===== src/include/rsc_pkg.sv =====
package rsc_pkg;

	// Clock and timing
	localparam int unsigned CLK_PERIOD_NS  = 50;
	localparam int unsigned QUALIFY_NS     = 100000;
	localparam int unsigned QUALIFY_CYCLES = (QUALIFY_NS + CLK_PERIOD_NS - 1) / CLK_PERIOD_NS;
	localparam int unsigned QUAL_W         = 12;
	localparam int unsigned SLOW_EDGES     = 2;
	localparam int unsigned HOLD_EDGES     = 4;
	localparam int unsigned EDGE_W         = 3;

	// Register map, byte addresses
	localparam int unsigned AXI_AW       = 4;
	localparam logic [3:0]  OFS_THRESH   = 4'h0;
	localparam logic [3:0]  OFS_FLAGS    = 4'h4;
	localparam logic [3:0]  OFS_WDOG     = 4'h8;
	localparam logic [3:0]  OFS_STATUS   = 4'hc;
	localparam logic [1:0]  RESP_OKAY    = 2'h0;
	localparam logic [1:0]  RESP_SLVERR  = 2'h2;

	// Threshold codes and reset values
	localparam logic [7:0] THR_LOWEST  = 8'h55;
	localparam logic [7:0] THR_LOW     = 8'h33;
	localparam logic [7:0] THR_HIGH    = 8'h99;
	localparam logic [7:0] THR_HIGHEST = 8'haa;
	localparam logic [7:0] THR_POR     = 8'h55;
	localparam logic [7:0] WDOG_POR    = 8'h53;
	localparam logic [4:0] WDOG_EN_A   = 5'h0a;
	localparam logic [4:0] WDOG_EN_B   = 5'h15;

	// Reset cause flag bit positions
	localparam int unsigned FLG_WDOG   = 0;
	localparam int unsigned FLG_THR    = 1;
	localparam int unsigned FLG_BROWN  = 2;
	localparam int unsigned FLG_FSYS   = 7;
	localparam int unsigned ST_TIMEOUT = 0;
	localparam int unsigned ST_PDOWN   = 1;
	localparam int unsigned ST_FULL    = 2;

	typedef enum logic [1:0] {
		PH_IDLE   = 2'h0,
		PH_WAIT   = 2'h1,
		PH_ACTIVE = 2'h3
	} rsc_phase_t;

	typedef enum logic [2:0] {
		CA_POR       = 3'h0,
		CA_BROWNOUT  = 3'h1,
		CA_THR_CODE  = 3'h2,
		CA_WDOG_CODE = 3'h3,
		CA_WDT_RUN   = 3'h4,
		CA_WDT_SLEEP = 3'h5
	} rsc_cause_t;

	typedef struct packed {
		logic full_reset;
		logic pc_sp_clear;
		logic wdt_clear;
		logic irq_disable;
		logic timers_off;
		logic ports_all_ones;
		logic analog_to_adc;
		logic stack_top;
	} rsc_core_ctl_t;

	typedef struct packed {
		logic               prev_slow;
		logic               prev_pd;
		logic [QUAL_W-1:0]  qual_cnt;
		rsc_phase_t         phase;
		rsc_cause_t         cause;
		logic [EDGE_W-1:0]  edge_cnt;
		logic [7:0]         thr;
		logic [7:0]         wdog;
		logic               fsys_keep;
		logic               brownout_flag;
		logic               thr_fault_flag;
		logic               wdog_fault_flag;
		logic               timeout_flag;
		logic               powerdown_flag;
		rsc_core_ctl_t      ctl;
		logic               aw_got;
		logic [AXI_AW-1:0]  awaddr;
		logic               w_got;
		logic [7:0]         wdata;
		logic               wstrb0;
		logic               bvalid;
		logic [1:0]         bresp;
		logic               rvalid;
		logic [31:0]        rdata;
		logic [1:0]         rresp;
	} rsc_state_t;

endpackage : rsc_pkg


===== src/design/rsc_top.sv =====
`timescale 1ns/1ps
module rsc_top
	import rsc_pkg::*;
#(
	parameter int unsigned QUAL_CYCLES = QUALIFY_CYCLES
) (
	// Clock and power-on reset
	input  wire logic                  CLK,
	input  wire logic                  RESET_N,
	// Slow RC clock, sampled as a level
	input  wire logic                  SLOW_RC,
	// Supply monitor and core status
	input  wire logic                  SUPPLY_LOW,
	input  wire logic                  POWER_DOWN,
	input  wire logic                  IDLE_MODE,
	input  wire logic                  WDT_TIMEOUT,
	// Core reset controls
	output rsc_pkg::rsc_core_ctl_t     CORE_CTL,
	output logic [1:0]                 THRESHOLD_SEL,
	output logic                       TIMEOUT_FLAG,
	output logic                       POWERDOWN_FLAG,
	// AXI4-Lite slave
	input  wire logic                  S_AXI_AWVALID,
	output logic                       S_AXI_AWREADY,
	input  wire logic [rsc_pkg::AXI_AW-1:0] S_AXI_AWADDR,
	input  wire logic                  S_AXI_WVALID,
	output logic                       S_AXI_WREADY,
	input  wire logic [31:0]           S_AXI_WDATA,
	input  wire logic [3:0]            S_AXI_WSTRB,
	output logic                       S_AXI_BVALID,
	input  wire logic                  S_AXI_BREADY,
	output logic [1:0]                 S_AXI_BRESP,
	input  wire logic                  S_AXI_ARVALID,
	output logic                       S_AXI_ARREADY,
	input  wire logic [rsc_pkg::AXI_AW-1:0] S_AXI_ARADDR,
	output logic                       S_AXI_RVALID,
	input  wire logic                  S_AXI_RREADY,
	output logic [31:0]                S_AXI_RDATA,
	output logic [1:0]                 S_AXI_RRESP
);

	import rsc_pkg::*;

	rsc_state_t st;
	rsc_state_t next_st;
	logic       slow_edge;
	logic       sleeping;
	logic       thr_bad;
	logic       wdog_bad;
	logic       brown_req;
	logic       fire;
	logic       release_ok;
	logic       do_write;
	logic [7:0] flags_rd;

	////////////////////////////////////////////////////////////////////////////////
	// Decode

	function automatic logic thr_valid(input logic [7:0] code);
		thr_valid = (code == THR_LOWEST) || (code == THR_LOW) ||
			(code == THR_HIGH) || (code == THR_HIGHEST);
	endfunction : thr_valid

	assign slow_edge = SLOW_RC & ~st.prev_slow;
	assign sleeping  = POWER_DOWN | IDLE_MODE;
	assign thr_bad   = ~thr_valid(st.thr);
	assign wdog_bad  = (st.wdog[7:3] != WDOG_EN_A) && (st.wdog[7:3] != WDOG_EN_B);
	// Low supply must outlast the qualify count before it counts as real
	assign brown_req = SUPPLY_LOW && !POWER_DOWN &&
		(st.qual_cnt == QUAL_CYCLES[QUAL_W-1:0]);
	assign fire = (st.phase == PH_WAIT) && slow_edge &&
		(st.edge_cnt == EDGE_W'(SLOW_EDGES - 1));
	// A brownout reset is held for as long as the supply stays low, unless power-down is active
	assign release_ok = slow_edge && (st.edge_cnt == EDGE_W'(HOLD_EDGES - 1)) &&
		!(st.cause == CA_BROWNOUT && SUPPLY_LOW && !POWER_DOWN);
	assign do_write = st.aw_got && st.w_got && !st.bvalid;
	assign flags_rd = {st.fsys_keep, 4'h0, st.brownout_flag, st.thr_fault_flag,
		st.wdog_fault_flag};

	always_comb begin
		case (st.thr)
			THR_LOW:     THRESHOLD_SEL = 2'h1;
			THR_HIGH:    THRESHOLD_SEL = 2'h2;
			THR_HIGHEST: THRESHOLD_SEL = 2'h3;
			default:     THRESHOLD_SEL = 2'h0;
		endcase
	end

	////////////////////////////////////////////////////////////////////////////////
	// Next state

	always_comb begin
		next_st = st;
		next_st.prev_slow = SLOW_RC;
		next_st.prev_pd   = POWER_DOWN;

		// Qualify counter restarts on every recovery, so glitches leave no trace
		if (!SUPPLY_LOW || POWER_DOWN) begin
			next_st.qual_cnt = '0;
		end else if (st.qual_cnt != QUAL_CYCLES[QUAL_W-1:0]) begin
			next_st.qual_cnt = st.qual_cnt + QUAL_W'(1);
		end

		// Register writes first so hardware sets below win over a clear
		if (do_write && st.wstrb0) begin
			if (st.awaddr == OFS_THRESH) begin
				next_st.thr = st.wdata;
			end else if (st.awaddr == OFS_FLAGS) begin
				next_st.fsys_keep       = st.wdata[FLG_FSYS];
				next_st.brownout_flag   = st.wdata[FLG_BROWN];
				next_st.thr_fault_flag  = st.wdata[FLG_THR];
				next_st.wdog_fault_flag = st.wdata[FLG_WDOG];
			end else if (st.awaddr == OFS_WDOG) begin
				next_st.wdog = st.wdata;
			end else if (st.awaddr == OFS_STATUS) begin
				next_st.timeout_flag   = st.timeout_flag & st.wdata[ST_TIMEOUT];
				next_st.powerdown_flag = st.powerdown_flag & st.wdata[ST_PDOWN];
			end
		end

		// Entering power-down marks the power-down flag, even against a clear
		if (POWER_DOWN && !st.prev_pd) begin
			next_st.powerdown_flag = 1'b1;
		end

		case (st.phase)
			PH_IDLE: begin
				next_st.edge_cnt = '0;
				if (thr_bad) begin
					next_st.phase = PH_WAIT;
					next_st.cause = CA_THR_CODE;
				end else if (wdog_bad) begin
					next_st.phase = PH_WAIT;
					next_st.cause = CA_WDOG_CODE;
				end else if (brown_req) begin
					next_st.phase = PH_WAIT;
					next_st.cause = CA_BROWNOUT;
				end else if (WDT_TIMEOUT) begin
					next_st.phase = PH_WAIT;
					next_st.cause = sleeping ? CA_WDT_SLEEP : CA_WDT_RUN;
				end
			end
			PH_WAIT: begin
				if (slow_edge) begin
					next_st.edge_cnt = st.edge_cnt + EDGE_W'(1);
				end
				if (fire) begin
					next_st.phase    = PH_ACTIVE;
					next_st.edge_cnt = '0;
					case (st.cause)
						CA_BROWNOUT: begin
							next_st.brownout_flag = 1'b1;
							next_st.wdog = WDOG_POR;
						end
						CA_THR_CODE: begin
							next_st.thr_fault_flag = 1'b1;
							next_st.thr  = THR_POR;
							next_st.wdog = WDOG_POR;
						end
						CA_WDOG_CODE: begin
							next_st.wdog_fault_flag = 1'b1;
							next_st.wdog = WDOG_POR;
						end
						CA_WDT_RUN: begin
							next_st.timeout_flag = 1'b1;
							next_st.wdog = WDOG_POR;
						end
						default: begin
							next_st.timeout_flag   = 1'b1;
							next_st.powerdown_flag = 1'b1;
						end
					endcase
				end
			end
			PH_ACTIVE: begin
				if (slow_edge && st.edge_cnt != EDGE_W'(HOLD_EDGES - 1)) begin
					next_st.edge_cnt = st.edge_cnt + EDGE_W'(1);
				end
				if (release_ok) begin
					next_st.phase    = PH_IDLE;
					next_st.edge_cnt = '0;
				end
			end
			default: begin
				next_st.phase = PH_IDLE;
			end
		endcase

		// Core controls; a sleep timeout touches only PC and SP
		next_st.ctl.pc_sp_clear = (next_st.phase == PH_ACTIVE);
		next_st.ctl.full_reset  = (next_st.phase == PH_ACTIVE) &&
			(next_st.cause != CA_WDT_SLEEP);
		next_st.ctl.wdt_clear      = next_st.ctl.full_reset;
		next_st.ctl.irq_disable    = next_st.ctl.full_reset;
		next_st.ctl.timers_off     = next_st.ctl.full_reset;
		next_st.ctl.ports_all_ones = next_st.ctl.full_reset;
		next_st.ctl.analog_to_adc  = next_st.ctl.full_reset;
		next_st.ctl.stack_top      = next_st.ctl.full_reset;

		// AXI4-Lite write path
		if (S_AXI_AWVALID && S_AXI_AWREADY) begin
			next_st.aw_got = 1'b1;
			next_st.awaddr = S_AXI_AWADDR;
		end
		if (S_AXI_WVALID && S_AXI_WREADY) begin
			next_st.w_got  = 1'b1;
			next_st.wdata  = S_AXI_WDATA[7:0];
			next_st.wstrb0 = S_AXI_WSTRB[0];
		end
		if (do_write) begin
			next_st.aw_got = 1'b0;
			next_st.w_got  = 1'b0;
			next_st.bvalid = 1'b1;
			next_st.bresp  = (st.awaddr[1:0] == 2'h0) ? RESP_OKAY : RESP_SLVERR;
		end else if (st.bvalid && S_AXI_BREADY) begin
			next_st.bvalid = 1'b0;
		end

		// AXI4-Lite read path
		if (S_AXI_ARVALID && S_AXI_ARREADY) begin
			next_st.rvalid = 1'b1;
			next_st.rresp  = RESP_OKAY;
			if (S_AXI_ARADDR == OFS_THRESH) begin
				next_st.rdata = {24'h0, st.thr};
			end else if (S_AXI_ARADDR == OFS_FLAGS) begin
				next_st.rdata = {24'h0, flags_rd};
			end else if (S_AXI_ARADDR == OFS_WDOG) begin
				next_st.rdata = {24'h0, st.wdog};
			end else if (S_AXI_ARADDR == OFS_STATUS) begin
				next_st.rdata = {29'h0, st.ctl.full_reset, st.powerdown_flag,
					st.timeout_flag};
			end else begin
				next_st.rdata = 32'h0;
				next_st.rresp = RESP_SLVERR;
			end
		end else if (st.rvalid && S_AXI_RREADY) begin
			next_st.rvalid = 1'b0;
		end
	end

	////////////////////////////////////////////////////////////////////////////////
	// State register

	always_ff @(posedge CLK or negedge RESET_N) begin
		if (!RESET_N) begin
			st                 <= '0;
			st.phase           <= PH_ACTIVE;
			st.cause           <= CA_POR;
			st.thr             <= THR_POR;
			st.wdog            <= WDOG_POR;
			st.ctl             <= '1;
			st.bresp           <= RESP_OKAY;
			st.rresp           <= RESP_OKAY;
		end else begin
			st <= next_st;
		end
	end

	assign CORE_CTL       = st.ctl;
	assign TIMEOUT_FLAG   = st.timeout_flag;
	assign POWERDOWN_FLAG = st.powerdown_flag;
	assign S_AXI_AWREADY  = !st.aw_got && !st.bvalid;
	assign S_AXI_WREADY   = !st.w_got && !st.bvalid;
	assign S_AXI_BVALID   = st.bvalid;
	assign S_AXI_BRESP    = st.bresp;
	assign S_AXI_ARREADY  = !st.rvalid;
	assign S_AXI_RVALID   = st.rvalid;
	assign S_AXI_RDATA    = st.rdata;
	assign S_AXI_RRESP    = st.rresp;

	////////////////////////////////////////////////////////////////////////////////
	// Assertions

	a_brown_qualified: assert property (@(posedge CLK) disable iff (!RESET_N)
		(st.phase == PH_IDLE && next_st.cause == CA_BROWNOUT && next_st.phase == PH_WAIT)
		|-> (st.qual_cnt == QUAL_CYCLES[QUAL_W-1:0]) && SUPPLY_LOW)
		else $error("brownout accepted before qualify time");

	a_brown_keeps_thr: assert property (@(posedge CLK) disable iff (!RESET_N)
		(fire && st.cause == CA_BROWNOUT)
		|=> st.brownout_flag && (st.thr == $past(st.thr)) && st.ctl.full_reset)
		else $error("brownout reset changed threshold or missed flag");

	a_bad_thr_restore: assert property (@(posedge CLK) disable iff (!RESET_N)
		(fire && st.cause == CA_THR_CODE)
		|=> (st.thr == THR_POR) && st.thr_fault_flag && st.ctl.full_reset)
		else $error("bad threshold code not restored");

	a_pdown_no_brown: assert property (@(posedge CLK) disable iff (!RESET_N)
		POWER_DOWN |=> (st.qual_cnt == '0))
		else $error("brownout qualify ran in power-down");

	a_slow_delay: assert property (@(posedge CLK) disable iff (!RESET_N)
		(st.phase == PH_WAIT) |=> (st.ctl.pc_sp_clear == $past(fire)) &&
		(st.phase == ($past(fire) ? PH_ACTIVE : PH_WAIT)))
		else $error("reset reached core without slow-edge wait");

	a_sleep_wdt: assert property (@(posedge CLK) disable iff (!RESET_N)
		(fire && st.cause == CA_WDT_SLEEP)
		|=> st.timeout_flag && st.powerdown_flag && st.ctl.pc_sp_clear && !st.ctl.full_reset)
		else $error("sleep timeout did more than PC and SP clear");

	a_run_wdt: assert property (@(posedge CLK) disable iff (!RESET_N)
		(fire && st.cause == CA_WDT_RUN)
		|=> st.timeout_flag && st.ctl.full_reset && (st.powerdown_flag == $past(st.powerdown_flag)))
		else $error("running timeout reset wrong");

	a_wdog_code: assert property (@(posedge CLK) disable iff (!RESET_N)
		(fire && st.cause == CA_WDOG_CODE) |=> st.wdog_fault_flag && (st.wdog == WDOG_POR))
		else $error("bad watchdog code reset wrong");

	a_full_ctl: assert property (@(posedge CLK) disable iff (!RESET_N)
		CORE_CTL.full_reset |-> CORE_CTL.ports_all_ones && CORE_CTL.stack_top &&
		CORE_CTL.irq_disable && CORE_CTL.timers_off && CORE_CTL.analog_to_adc)
		else $error("full reset missing a core control");

	a_flags_zero: assert property (@(posedge CLK) disable iff (!RESET_N)
		(S_AXI_ARVALID && S_AXI_ARREADY && S_AXI_ARADDR == OFS_FLAGS)
		|=> S_AXI_RVALID && (S_AXI_RDATA[6:3] == 4'h0))
		else $error("unimplemented flag bits read nonzero");

	c_brownout: cover property (@(posedge CLK) disable iff (!RESET_N)
		fire && st.cause == CA_BROWNOUT);
	c_bad_thr: cover property (@(posedge CLK) disable iff (!RESET_N)
		fire && st.cause == CA_THR_CODE);
	c_sleep_wdt: cover property (@(posedge CLK) disable iff (!RESET_N)
		fire && st.cause == CA_WDT_SLEEP);
	c_glitch: cover property (@(posedge CLK) disable iff (!RESET_N)
		SUPPLY_LOW ##1 !SUPPLY_LOW && st.phase == PH_IDLE);

endmodule : rsc_top


===== config.mk =====
export PLATFORM = sky130hd
export DESIGN_NAME = rsc_top
export DESIGN_NICKNAME = d
export VERILOG_FILES = /design/src/include/rsc_pkg.sv /design/src/design/rsc_top.sv
export SDC_FILE = /design/constraint.sdc
export NUM_CORES = 1
export LEC_CHECK = 0
export BUFFER_PORTS_ARGS = -buffer_cell sky130_fd_sc_hd__clkbuf_2
export CAP_MARGIN = 5
export CORE_MARGIN = 10
export CORE_UTILIZATION = 52
export CTS_CLUSTER_SIZE = 20
export DETAILED_ROUTE_END_ITERATION = 7
export PLACE_DENSITY = 0.79
export SLEW_MARGIN = 20
export SYNTH_ARGS = -nofsm -noshare
export SYNTH_HDL_FRONTEND = slang
export SYNTH_SLANG_ARGS = --single-unit
export TNS_END_PERCENT = 5

===== constraint.sdc =====
create_clock -name CLK -period 2.35 [get_ports CLK]
set_input_delay 0 -clock CLK [delete_from_list [all_inputs] [get_ports CLK]]
set_output_delay 0 -clock CLK [all_outputs]
set_load 0.1 [all_outputs]

== Yosys cells after proc, flatten, opt, wreduce, memory -nomap -nowiden ==
Index checks and enable logic that the tools add are counted.

* Bits in registers: 99
* Bits of input ports: 56
* Output and inout bits: 53
* Logic and storage cells: 163

* Add/subtract/negate cells: 2
* Equal/unequal tests: 27
* Mux-type cells: 54
* Bitwise gates (word level): 6
* Reductions and logical operators: 48

{| class="wikitable"
|+ Operators with widths
! operator !! count
|-
| 2-to-1 mux 8 bit || 8
|-
| 2-to-1 mux 5 bit || 7
|-
| 2-to-1 mux 12 bit || 2
|-
| logical AND 1 bit || 22
|-
| 2-to-1 mux 22 bit || 1
|-
| 2-to-1 mux 2 bit || 10
|-
| 2-to-1 mux 19 bit || 1
|-
| equality test 4 bit, second input constant || 4
|-
| equality test 8 bit, second input constant || 2
|-
| 2-to-1 mux 16 bit || 1
|-
| 2-to-1 mux 3 bit || 5
|-
| 2-to-1 mux 14 bit || 1
|-
| 2-to-1 mux 1 bit || 13
|-
| adder 12 x 1 -> 12 bit, second input constant || 1
|-
| equality test 12 x 11 -> 1 bit, second input constant || 1
|-
| != test 12 x 11 -> 1 bit, second input constant || 1
|-
| one-hot mux 2 bit (3 select lines) || 2
|-
| 2-to-1 mux 10 bit || 1
|-
| nonzero test 2 bit || 5
|-
| equality test 3 x 2 -> 1 bit, second input constant || 3
|-
| != test 3 bit, second input constant || 3
|-
| one-hot mux 3 bit (3 select lines) || 1
|-
| equality test 4 x 3 -> 1 bit, second input constant || 2
|-
| equality test 8 x 6 -> 1 bit, second input constant || 1
|-
| 21 further kinds || 39
|}

== Depth between registers and ports, before layout ==
Gate-level depths: netlist (run 1).

* Depth in word-level cells: 10
* Gate-level depth with buffers: 7

== Least setup slack after synthesis (run 1) ==
No wires, ideal clock.

* Path kind: register -> register
* From: reg st, in the netlist S_AXI_BVALID
* To: reg st[48] in the netlist's numbering
* Arrival: 2.986 ns
* Path slack: -0.764 ns
* Stages on the path, launching flop included: 5
* Path through: dfrtp_1 > nor2_1 > and2_1 > clkbuf_1 > mux2_1

* Cells in the longest elaborated chain, start to end: 3

{| class="wikitable"
|+ RTL lines
! item !! RTL line !! RTL
|-
| start, declared || rsc_top.sv:44 || <nowiki>rsc_state_t st;</nowiki>
|-
| start signal, assigned || rsc_top.sv:255 || <nowiki>st <= next_st;</nowiki>
|-
| zero test 1 bit || rsc_top.sv:262 || <nowiki>assign S_AXI_AWREADY = !st.aw_got && !st.bvalid;</nowiki>
|-
| logical AND 1 bit || rsc_top.sv:262 ||
|-
| named net S_AXI_AWREADY || rsc_top.sv:24 || <nowiki>output logic S_AXI_AWREADY,</nowiki>
|-
| logical AND 1 bit || rsc_top.sv:201 || <nowiki>if (S_AXI_AWVALID && S_AXI_AWREADY) begin</nowiki>
|}

The timed path passes the listed nets, and every way through them passes these cells.
A chain may end at the register's enable or synchronous reset.

== Worst setup path after layout (run 1) ==
* From: reg st[81] in the netlist's numbering
* To: out THRESHOLD_SEL[0]

* Cells in the longest elaborated chain, start to end: 2

{| class="wikitable"
|+ RTL lines
! item !! RTL line !! RTL
|-
| equality test 8 bit / equality test 8 x 6 -> 1 bit (equally long branches) || rsc_top.sv:81 || <nowiki>case (st.thr)</nowiki>
|-
| one-hot mux 2 bit (3 select lines) (*) || rsc_top.sv:81 ||
|-
| end, declared || rsc_top.sv:19 || <nowiki>output logic [1:0] THRESHOLD_SEL,</nowiki>
|}

Every way passes the cells marked *; elsewhere a longest branch is shown, timed or not.

==> flow_summary.ini, run 1 <==
[yosys]
syn_avg_cell_area_um2 = 10.6
synth_seq_area_share = 0.490
synth_cells = 355
synth_cell_types = 55
yosys.area.top_type_share = 0.406
synth_top_cell_by_area = dfrtp_1
synth-edff-count = 0
synthArstFlopShare = 1.00
synth-main-ff-cell = dfrtp_1
synth-seq-cells = 73
yosysWarnings = 0
syn-cell-area_um2 = 3760
ys_top_cells_by_area = dfrtp_1 41%, buf_4 8.8%, dfstp_2 8.4%

[power_and_ir_drop]
swShare = 0.484
clkPwrFrac = 0.174
vdd_drop_max_v = 0.000780
p_sw_mw = 2.59
total_power_mw = 5.36
power_leakage_nw = 1.98
cellPowerDensity_nw_per_um2 = 1250
p_seq_frac = 0.394
p_int_mw = 2.76
pwr-share-comb = 0.431

[placement]
finalWeightedCongestion = 0.863
placed_cell_area_um2 = 3900
hpwl_um = 5690
placed_cells = 480
io_buffers = 55
post-place-ws_ns = 0.443

[drt]
antenna_left = 0
firstDrtPassIters = 4
drc = 0
wl_um = 7870
drt-initial-drc-count = 121
wl_per_cell_um = 15.2
num_vias = 2641
vias_per_cell = 5.11

[clocking]
htreeDepth = 3
path_clk_slew_ns = 0.07
clkSinkCount = 73
clk_path_buf_depth = 2
cts_tree = yes
cts_resized = 0
clock_latency_ns = 0.35
clockRootBuffer = clkbuf_8
post_cts_buffers = 0
cts_buffers = 9

[critical_path]
cp.buffers_inverters = 1
worstSetupStartpointType = register
cp_max_fo = 5
crit_chain = nand4bb_1 > or4_1 > or2b_1 > clkbuf_2
worstPathRequired_ns = 2.35
crit_family = simple AND/OR/NAND/NOR gates
critPathCaptureType = output port
worstSetupPathType = register to output port
cpPeakStageDelay_ns = 0.47
slowest_stage = clkbuf_2
worstPathArrival_ns = 2.14

[grt]
antenna_found_initial = 0
grt-ovfl-total = 0
grt_first_pass_wirelength_um = 13200
grt_use_total = 0.145
grt_max_degree = 74
grt_pass1_vias = 2719

[final_layout]
final_cell_count_no_fill = 517
fillers = 572
final_area_um2 = 4290
area_delta_synth_final_pct = 14.2
drive_above_1_share = 0.245
diodes = 0
area.sequential_um2 = 1840
layout.nets = 477
final_util = 0.622
multi_input_area_um2 = 1600

[timing]
grt_setup_unrepaired = false
finalCritPeriodShare = 0.909
hold_viol = 0
finalSetupViolCount = 0
slew_headroom = 0.400
fin_skew_ns = 0.00995
fin_hold_ws_ns = 0.0135
worstMarginPinSlew_ns = 0.899
slew_violations = 0
fin_ws_ns = 0.213
setup_tns_ns = 0
post-route-min-period_ns = 2.14
maxClockFrequency_mhz = 468

[floorplan]
die_h_um = 105
die_area_um2 = 11000
start_util = 0.544
die_w_um = 105
io_pins = 109
placementRows = 30
core_area_um2 = 6910

[run_status]
status = finished clean

[run]
drv_cap = 0

[worst_hold_path]
holdCritPathClass = input port to register
==> synth_stat cells (3+ instances only) <==
cell / n
inv_1: 11
a22oi_1: 4
mux2_1: 4
inv_2: 3
dfrtp_1: 61
nand3_1: 7
xor2_1: 5
nand4_1: 3
nand2b_1: 4
o21ai_1: 17
a21oi_1: 11
dfstp_2: 12
mux2i_1: 21
xnor2_1: 6
mux4_2: 3
buf_4: 44
nor2_1: 36
nand2_1: 28
a22o_1: 4
o21ai_0: 4
or4_1: 3
nor4bb_1: 3
and3_1: 3
mux2_2: 10
clkbuf_1: 7
ha_1: 5
==> layout by cell type, fill, tap and decap left out, types with 3 or more instances in the layout <==
cell            n
dlygate4sd3_1  21
inv_2           3
mux2_1          4
or4_1           3
nand2_1        28
ha_1            5
nor4bb_1        3
clkbuf_2       54
dfrtp_1        61
a21oi_1        11
nor2_1         35
a22o_1          4
nand3_1         7
xor2_1          5
xnor2_1         6
clkinv_2        3
o21ai_0         4
a22oi_1         4
and3_1          3
dfstp_2        12
o21ai_1        17
mux2i_1        21
clkbuf_1        3
nand2b_1        4
inv_1          11
clkbuf_8        9
conb_1         26
mux2_2         10
mux4_2          3
nand4_1         3
==> worst register-to-register path, delay by kind of cell (launching register included) <==
| family | cells | cell delay, ns |
|---|---|---|
| compound gates | 2 | 0.43 |
| simple gates | 3 | 0.75 |
| fa+ha+maj | 1 | 0.14 |
| flops | 1 | 0.44 |
| buf+inv | 1 | 0.08 |
==> final cells by class <==
class                           count  area share
Clock buffer                       12      0.0315
Inverter                           14      0.0122
Sequential cell                    73       0.429
Clock inverter                      4      0.0105
Multi-Input combinational cell    240       0.372
Timing Repair Buffer               78       0.117
Tap cell                           96      0.0280
==> power groups by stage <==
stage               Clock, mW  Combinational, mW  Sequential (mW)
detailed placement          0               2.29             2.12
global placement            0               2.24             2.09
global route            0.992               2.47             2.18
CTS                     0.946               2.32             2.10
floorplan                   0               2.04             2.09
finish                  0.934               2.31             2.11
==> layer usage <==
metal  vias up  GRT usage  share of wire
li1       1281          -              -
met1      1262      0.184           0.46
met2        85      0.220           0.44
met3        13     0.0473          0.072
met4         0     0.0667          0.021
met5         -          0              0
==> worst paths after layout <==
path	slack (ns)	to	from	cells after the start
setup / recovery	0.21	THRESHOLD_SEL[0]	st[81]	4
hold / removal	0.01	S_AXI_RRESP[1]	S_AXI_ARADDR[0]	3
setup reg to reg	0.45	st[89]	st[91]	7
hold reg to reg	0.48	S_AXI_RDATA[3]	S_AXI_RDATA[3]	2
max in group asynchronous	1.36	st[83]	RESET_N	3
min in group asynchronous	0.40	st[47]	RESET_N	3
==> logic make-up after synthesis <==
family	Yosys count	synth area share
other	1	0.000998
buffers and inverters	67	0.112
XOR/XNOR	11	0.0256
flip-flops	73	0.490
AND/OR/NAND/NOR	111	0.157
multiplexers	38	0.116
adder cells (fa/ha/maj)	5	0.0166
AO/OA/AOI/OAI	49	0.0819
==> flip-flops by register name, summed over array words and instances (netlist names) <==
name            flops
flags_rd            4
st                 53
S_AXI_RDATA         8
S_AXI_RRESP         1
POWERDOWN_FLAG      1
S_AXI_BVALID        1
S_AXI_RVALID        1
CORE_CTL            2
S_AXI_BRESP         1
TIMEOUT_FLAG        1
==> repair_timing <==
item,in CTS,in global routing
hold buffers,21,0
endpoints found under the hold margin,83,0
endpoints found under the setup margin,0,0
Note: power is estimated with default switching activity, not from simulation.
==> inputs of run 2 (changes only) <==
ABC_AREA = 1   (was default)
==> run 2 against run 1 <==
  * Critical path depth is 1 higher
  * Fmax is 23% higher
  * Count of clock-buffer cells in the layout is 1 lower
  * Highest routed layer unchanged
  * Non-clock buffer count is 1 lower
  * Register-to-register slack better by 0.19 ns
  * Via count is 19% higher
  * Sequential cell count stayed put
  * Die area is 2.5% higher
  * Combinational power is 9.5% higher
  * Final area is 4.5% higher
  * Synthesized cell count is 30% higher
  * Largest power group unchanged
  * Core utilization is 0.33 points lower
  * Critical endpoint unchanged
==> flow_summary.ini, run 2 <==
[run_status]
status = finished clean

[final_layout]
largest_register = st
diodes = 0
layout.nets = 589
final_cell_mix = 82 x nand2_1, 66 x inv_1, 61 x dfrtp_1, 54 x clkbuf_2, 40 x nor2_1
area_delta_synth_final_pct = 15.8
final_common_cell = nand2_1
drive_above_1_share = 0.201
largest_reg_flops = 53

[clocking]
cts_buffers = 9
htreeDepth = 3
cts_tree = yes
clockRootBuffer = clkbuf_8
clock_latency_ns = 0.35
clk_path_buf_depth = 2
path_clk_slew_ns = 0.08
post_cts_buffers = 0
clkSinkCount = 73

[placement]
post-place-ws_ns = 0.651
hpwl_um = 6470
finalWeightedCongestion = 0.891
io_buffers = 55

[timing]
fin_skew_ns = 0.0118
slew_headroom = 0.629
finalSetupViolCount = 0
fin_ws_ns = 0.619
worstMarginPinSlew_ns = 0.556
post-route-min-period_ns = 1.73
hold_viol = 0
grt_setup_unrepaired = false
slew_violations = 0
fin_hold_ws_ns = 0.00229
finalCritPeriodShare = 0.736
maxClockFrequency_mhz = 578

[floorplan]
core_area_um2 = 7250
start_util = 0.534
io_pins = 109
die_w_um = 106
placementRows = 31
die_h_um = 106
die_area_um2 = 11300

[grt]
met3_usage = 0.0592
grt_max_degree = 36
grtUsageMet1 = 0.175
grtUsageMet2 = 0.269
grt-ovfl-total = 0
grt_pass1_vias = 3307
top_usage_layer = met2
antenna_found_initial = 0
grt_first_pass_wirelength_um = 14800
grt_use_total = 0.155

[yosys]
synth_cell_types = 38
yosys.area.top_type_share = 0.394
synth-edff-count = 0
syn-cell-area_um2 = 3870
ys_top_cells_by_area = dfrtp_1 39%, buf_4 8.7%, dfstp_2 8.1%
yosysWarnings = 0
synth-main-ff-cell = dfrtp_1
synthArstFlopShare = 1.00
synth_seq_area_share = 0.475
synth_top_cell_by_area = dfrtp_1
synth_cells = 462
synth.most_common_cell = nand2_1
synthTopCellsByCount = 82 x nand2_1, 66 x inv_1, 61 x dfrtp_1, 45 x buf_4, 42 x nor2_1
synth-seq-cells = 73
syn_avg_cell_area_um2 = 8.39

[critical_path]
slowest_stage = dfstp_2
r2r_end = st[70]
cp.buffers_inverters = 1
worstSetupPathType = register to output port
critPathCaptureType = output port
reg2reg_depth = 7
cp_max_fo = 5
cpMostUsedCell = nand2_1
ff2ff_setup_slack_ns = 0.64
r2r-start = st[84]
crit_path_end = THRESHOLD_SEL[0]
crit_family = flip-flops
worstPathRequired_ns = 2.35
worstPathArrival_ns = 1.73
crit_chain = nand2_1 > nor2_1 > nand2_1 > o31ai_2 > clkbuf_2
critPathLaunch = st[75]
cp.depth = 5
worstSetupStartpointType = register
cpPeakStageDelay_ns = 0.57

[worst_hold_path]
holdCritPathClass = input port to register

[power_and_ir_drop]
swShare = 0.485
power_leakage_nw = 2.31
vdd_drop_max_v = 0.000634
p_int_mw = 2.89
p_seq_frac = 0.355
clkPwrFrac = 0.195
cellPowerDensity_nw_per_um2 = 1250
p_sw_mw = 2.73
pwr-share-comb = 0.450

[drt]
wl_per_cell_um = 13.3
num_vias = 3148
wl_um = 8390
drt-initial-drc-count = 155
firstDrtPassIters = 4
vias_per_cell = 4.98
antenna_left = 0
drc = 0

[run]
drv_cap = 0
==> run 2: worst min-delay path, stage by stage <==
cell	delay (ns)
clkbuf_2	0.08
nor2_1	0.07
o21ai_0	0.17
==> run 2: power groups by stage <==
stage	combinational [mW]	sequential, mW	clock, mW
floorplan	2.12	2.08	0
global placement	2.45	1.99	0
detailed placement	2.50	2.01	0
CTS	2.54	1.99	1.11
global route	2.72	2.04	1.18
finish	2.53	1.99	1.10
==> run 2: per-layer routing <==
metal / share of wire / routed length (um)
met4: 0.011 / 92
met2: 0.50 / 4220
met1: 0.42 / 3520
met3: 0.066 / 558
met5: 0 / 0
==> run 2: cell type report <==
class / count / area (um^2)
clock inverter: 5 / 77.6
clock buffer: 11 / 151
sequential: 73 / 1840
fill: 623 / 2770
timing repair buffer: 77 / 500
tap: 99 / 124
multi-input combinational: 298 / 1530
inverter: 69 / 260
==> run 2: worst min-delay path by stage <==
stage,endpoint,startpoint,cells after the start,slack (ns)
finish,S_AXI_RRESP[1],S_AXI_ARADDR[0],3,0.002
global route,S_AXI_RRESP[1],S_AXI_ARADDR[0],3,0.03
floorplan,POWERDOWN_FLAG,RESET_N,0,-0.30
CTS,S_AXI_RRESP[1],S_AXI_ARADDR[0],3,0.005
global placement,S_AXI_RVALID,RESET_N,1,0.02
detailed placement,S_AXI_RDATA[6],RESET_N,1,0.02
==> run 2: kinds of logic (layout without fill, tap and decap cells) <==
family | after synthesis | count (layout) | share of synthesized area
other cells | 1 | 26 | 0.000968
compound gates | 82 | 82 | 0.121
xor+xnor | 2 | 2 | 0.00452
mux | 8 | 8 | 0.0229
buf+inv | 116 | 162 | 0.157
simple gates | 175 | 175 | 0.202
fa+ha+maj | 5 | 5 | 0.0161
flops | 73 | 73 | 0.475
==> run 2: timing repair <==
item                      4_1_cts  5_1_grt
hold buffers                   19        0
hold endpoints to repair       38        0
gates resized for setup         0        0
==> run 2: through the flow <==
stage | setup TNS, ns | utilization | power, mW | std cells | area (um^2)
final | 0 | 0.618 | 5.62 | 632 | 4490
after global routing | 0 | 0.618 | 5.95 | 632 | 4490
after CTS | 0 | 0.618 | 5.64 | 632 | 4490
after detailed placement | 0 | 0.561 | 4.51 | 597 | 4070
after global placement | 0 | 0.561 | 4.44 | 597 | 4070
after floorplan | -3.69 | - | 4.20 | 487 | 3980
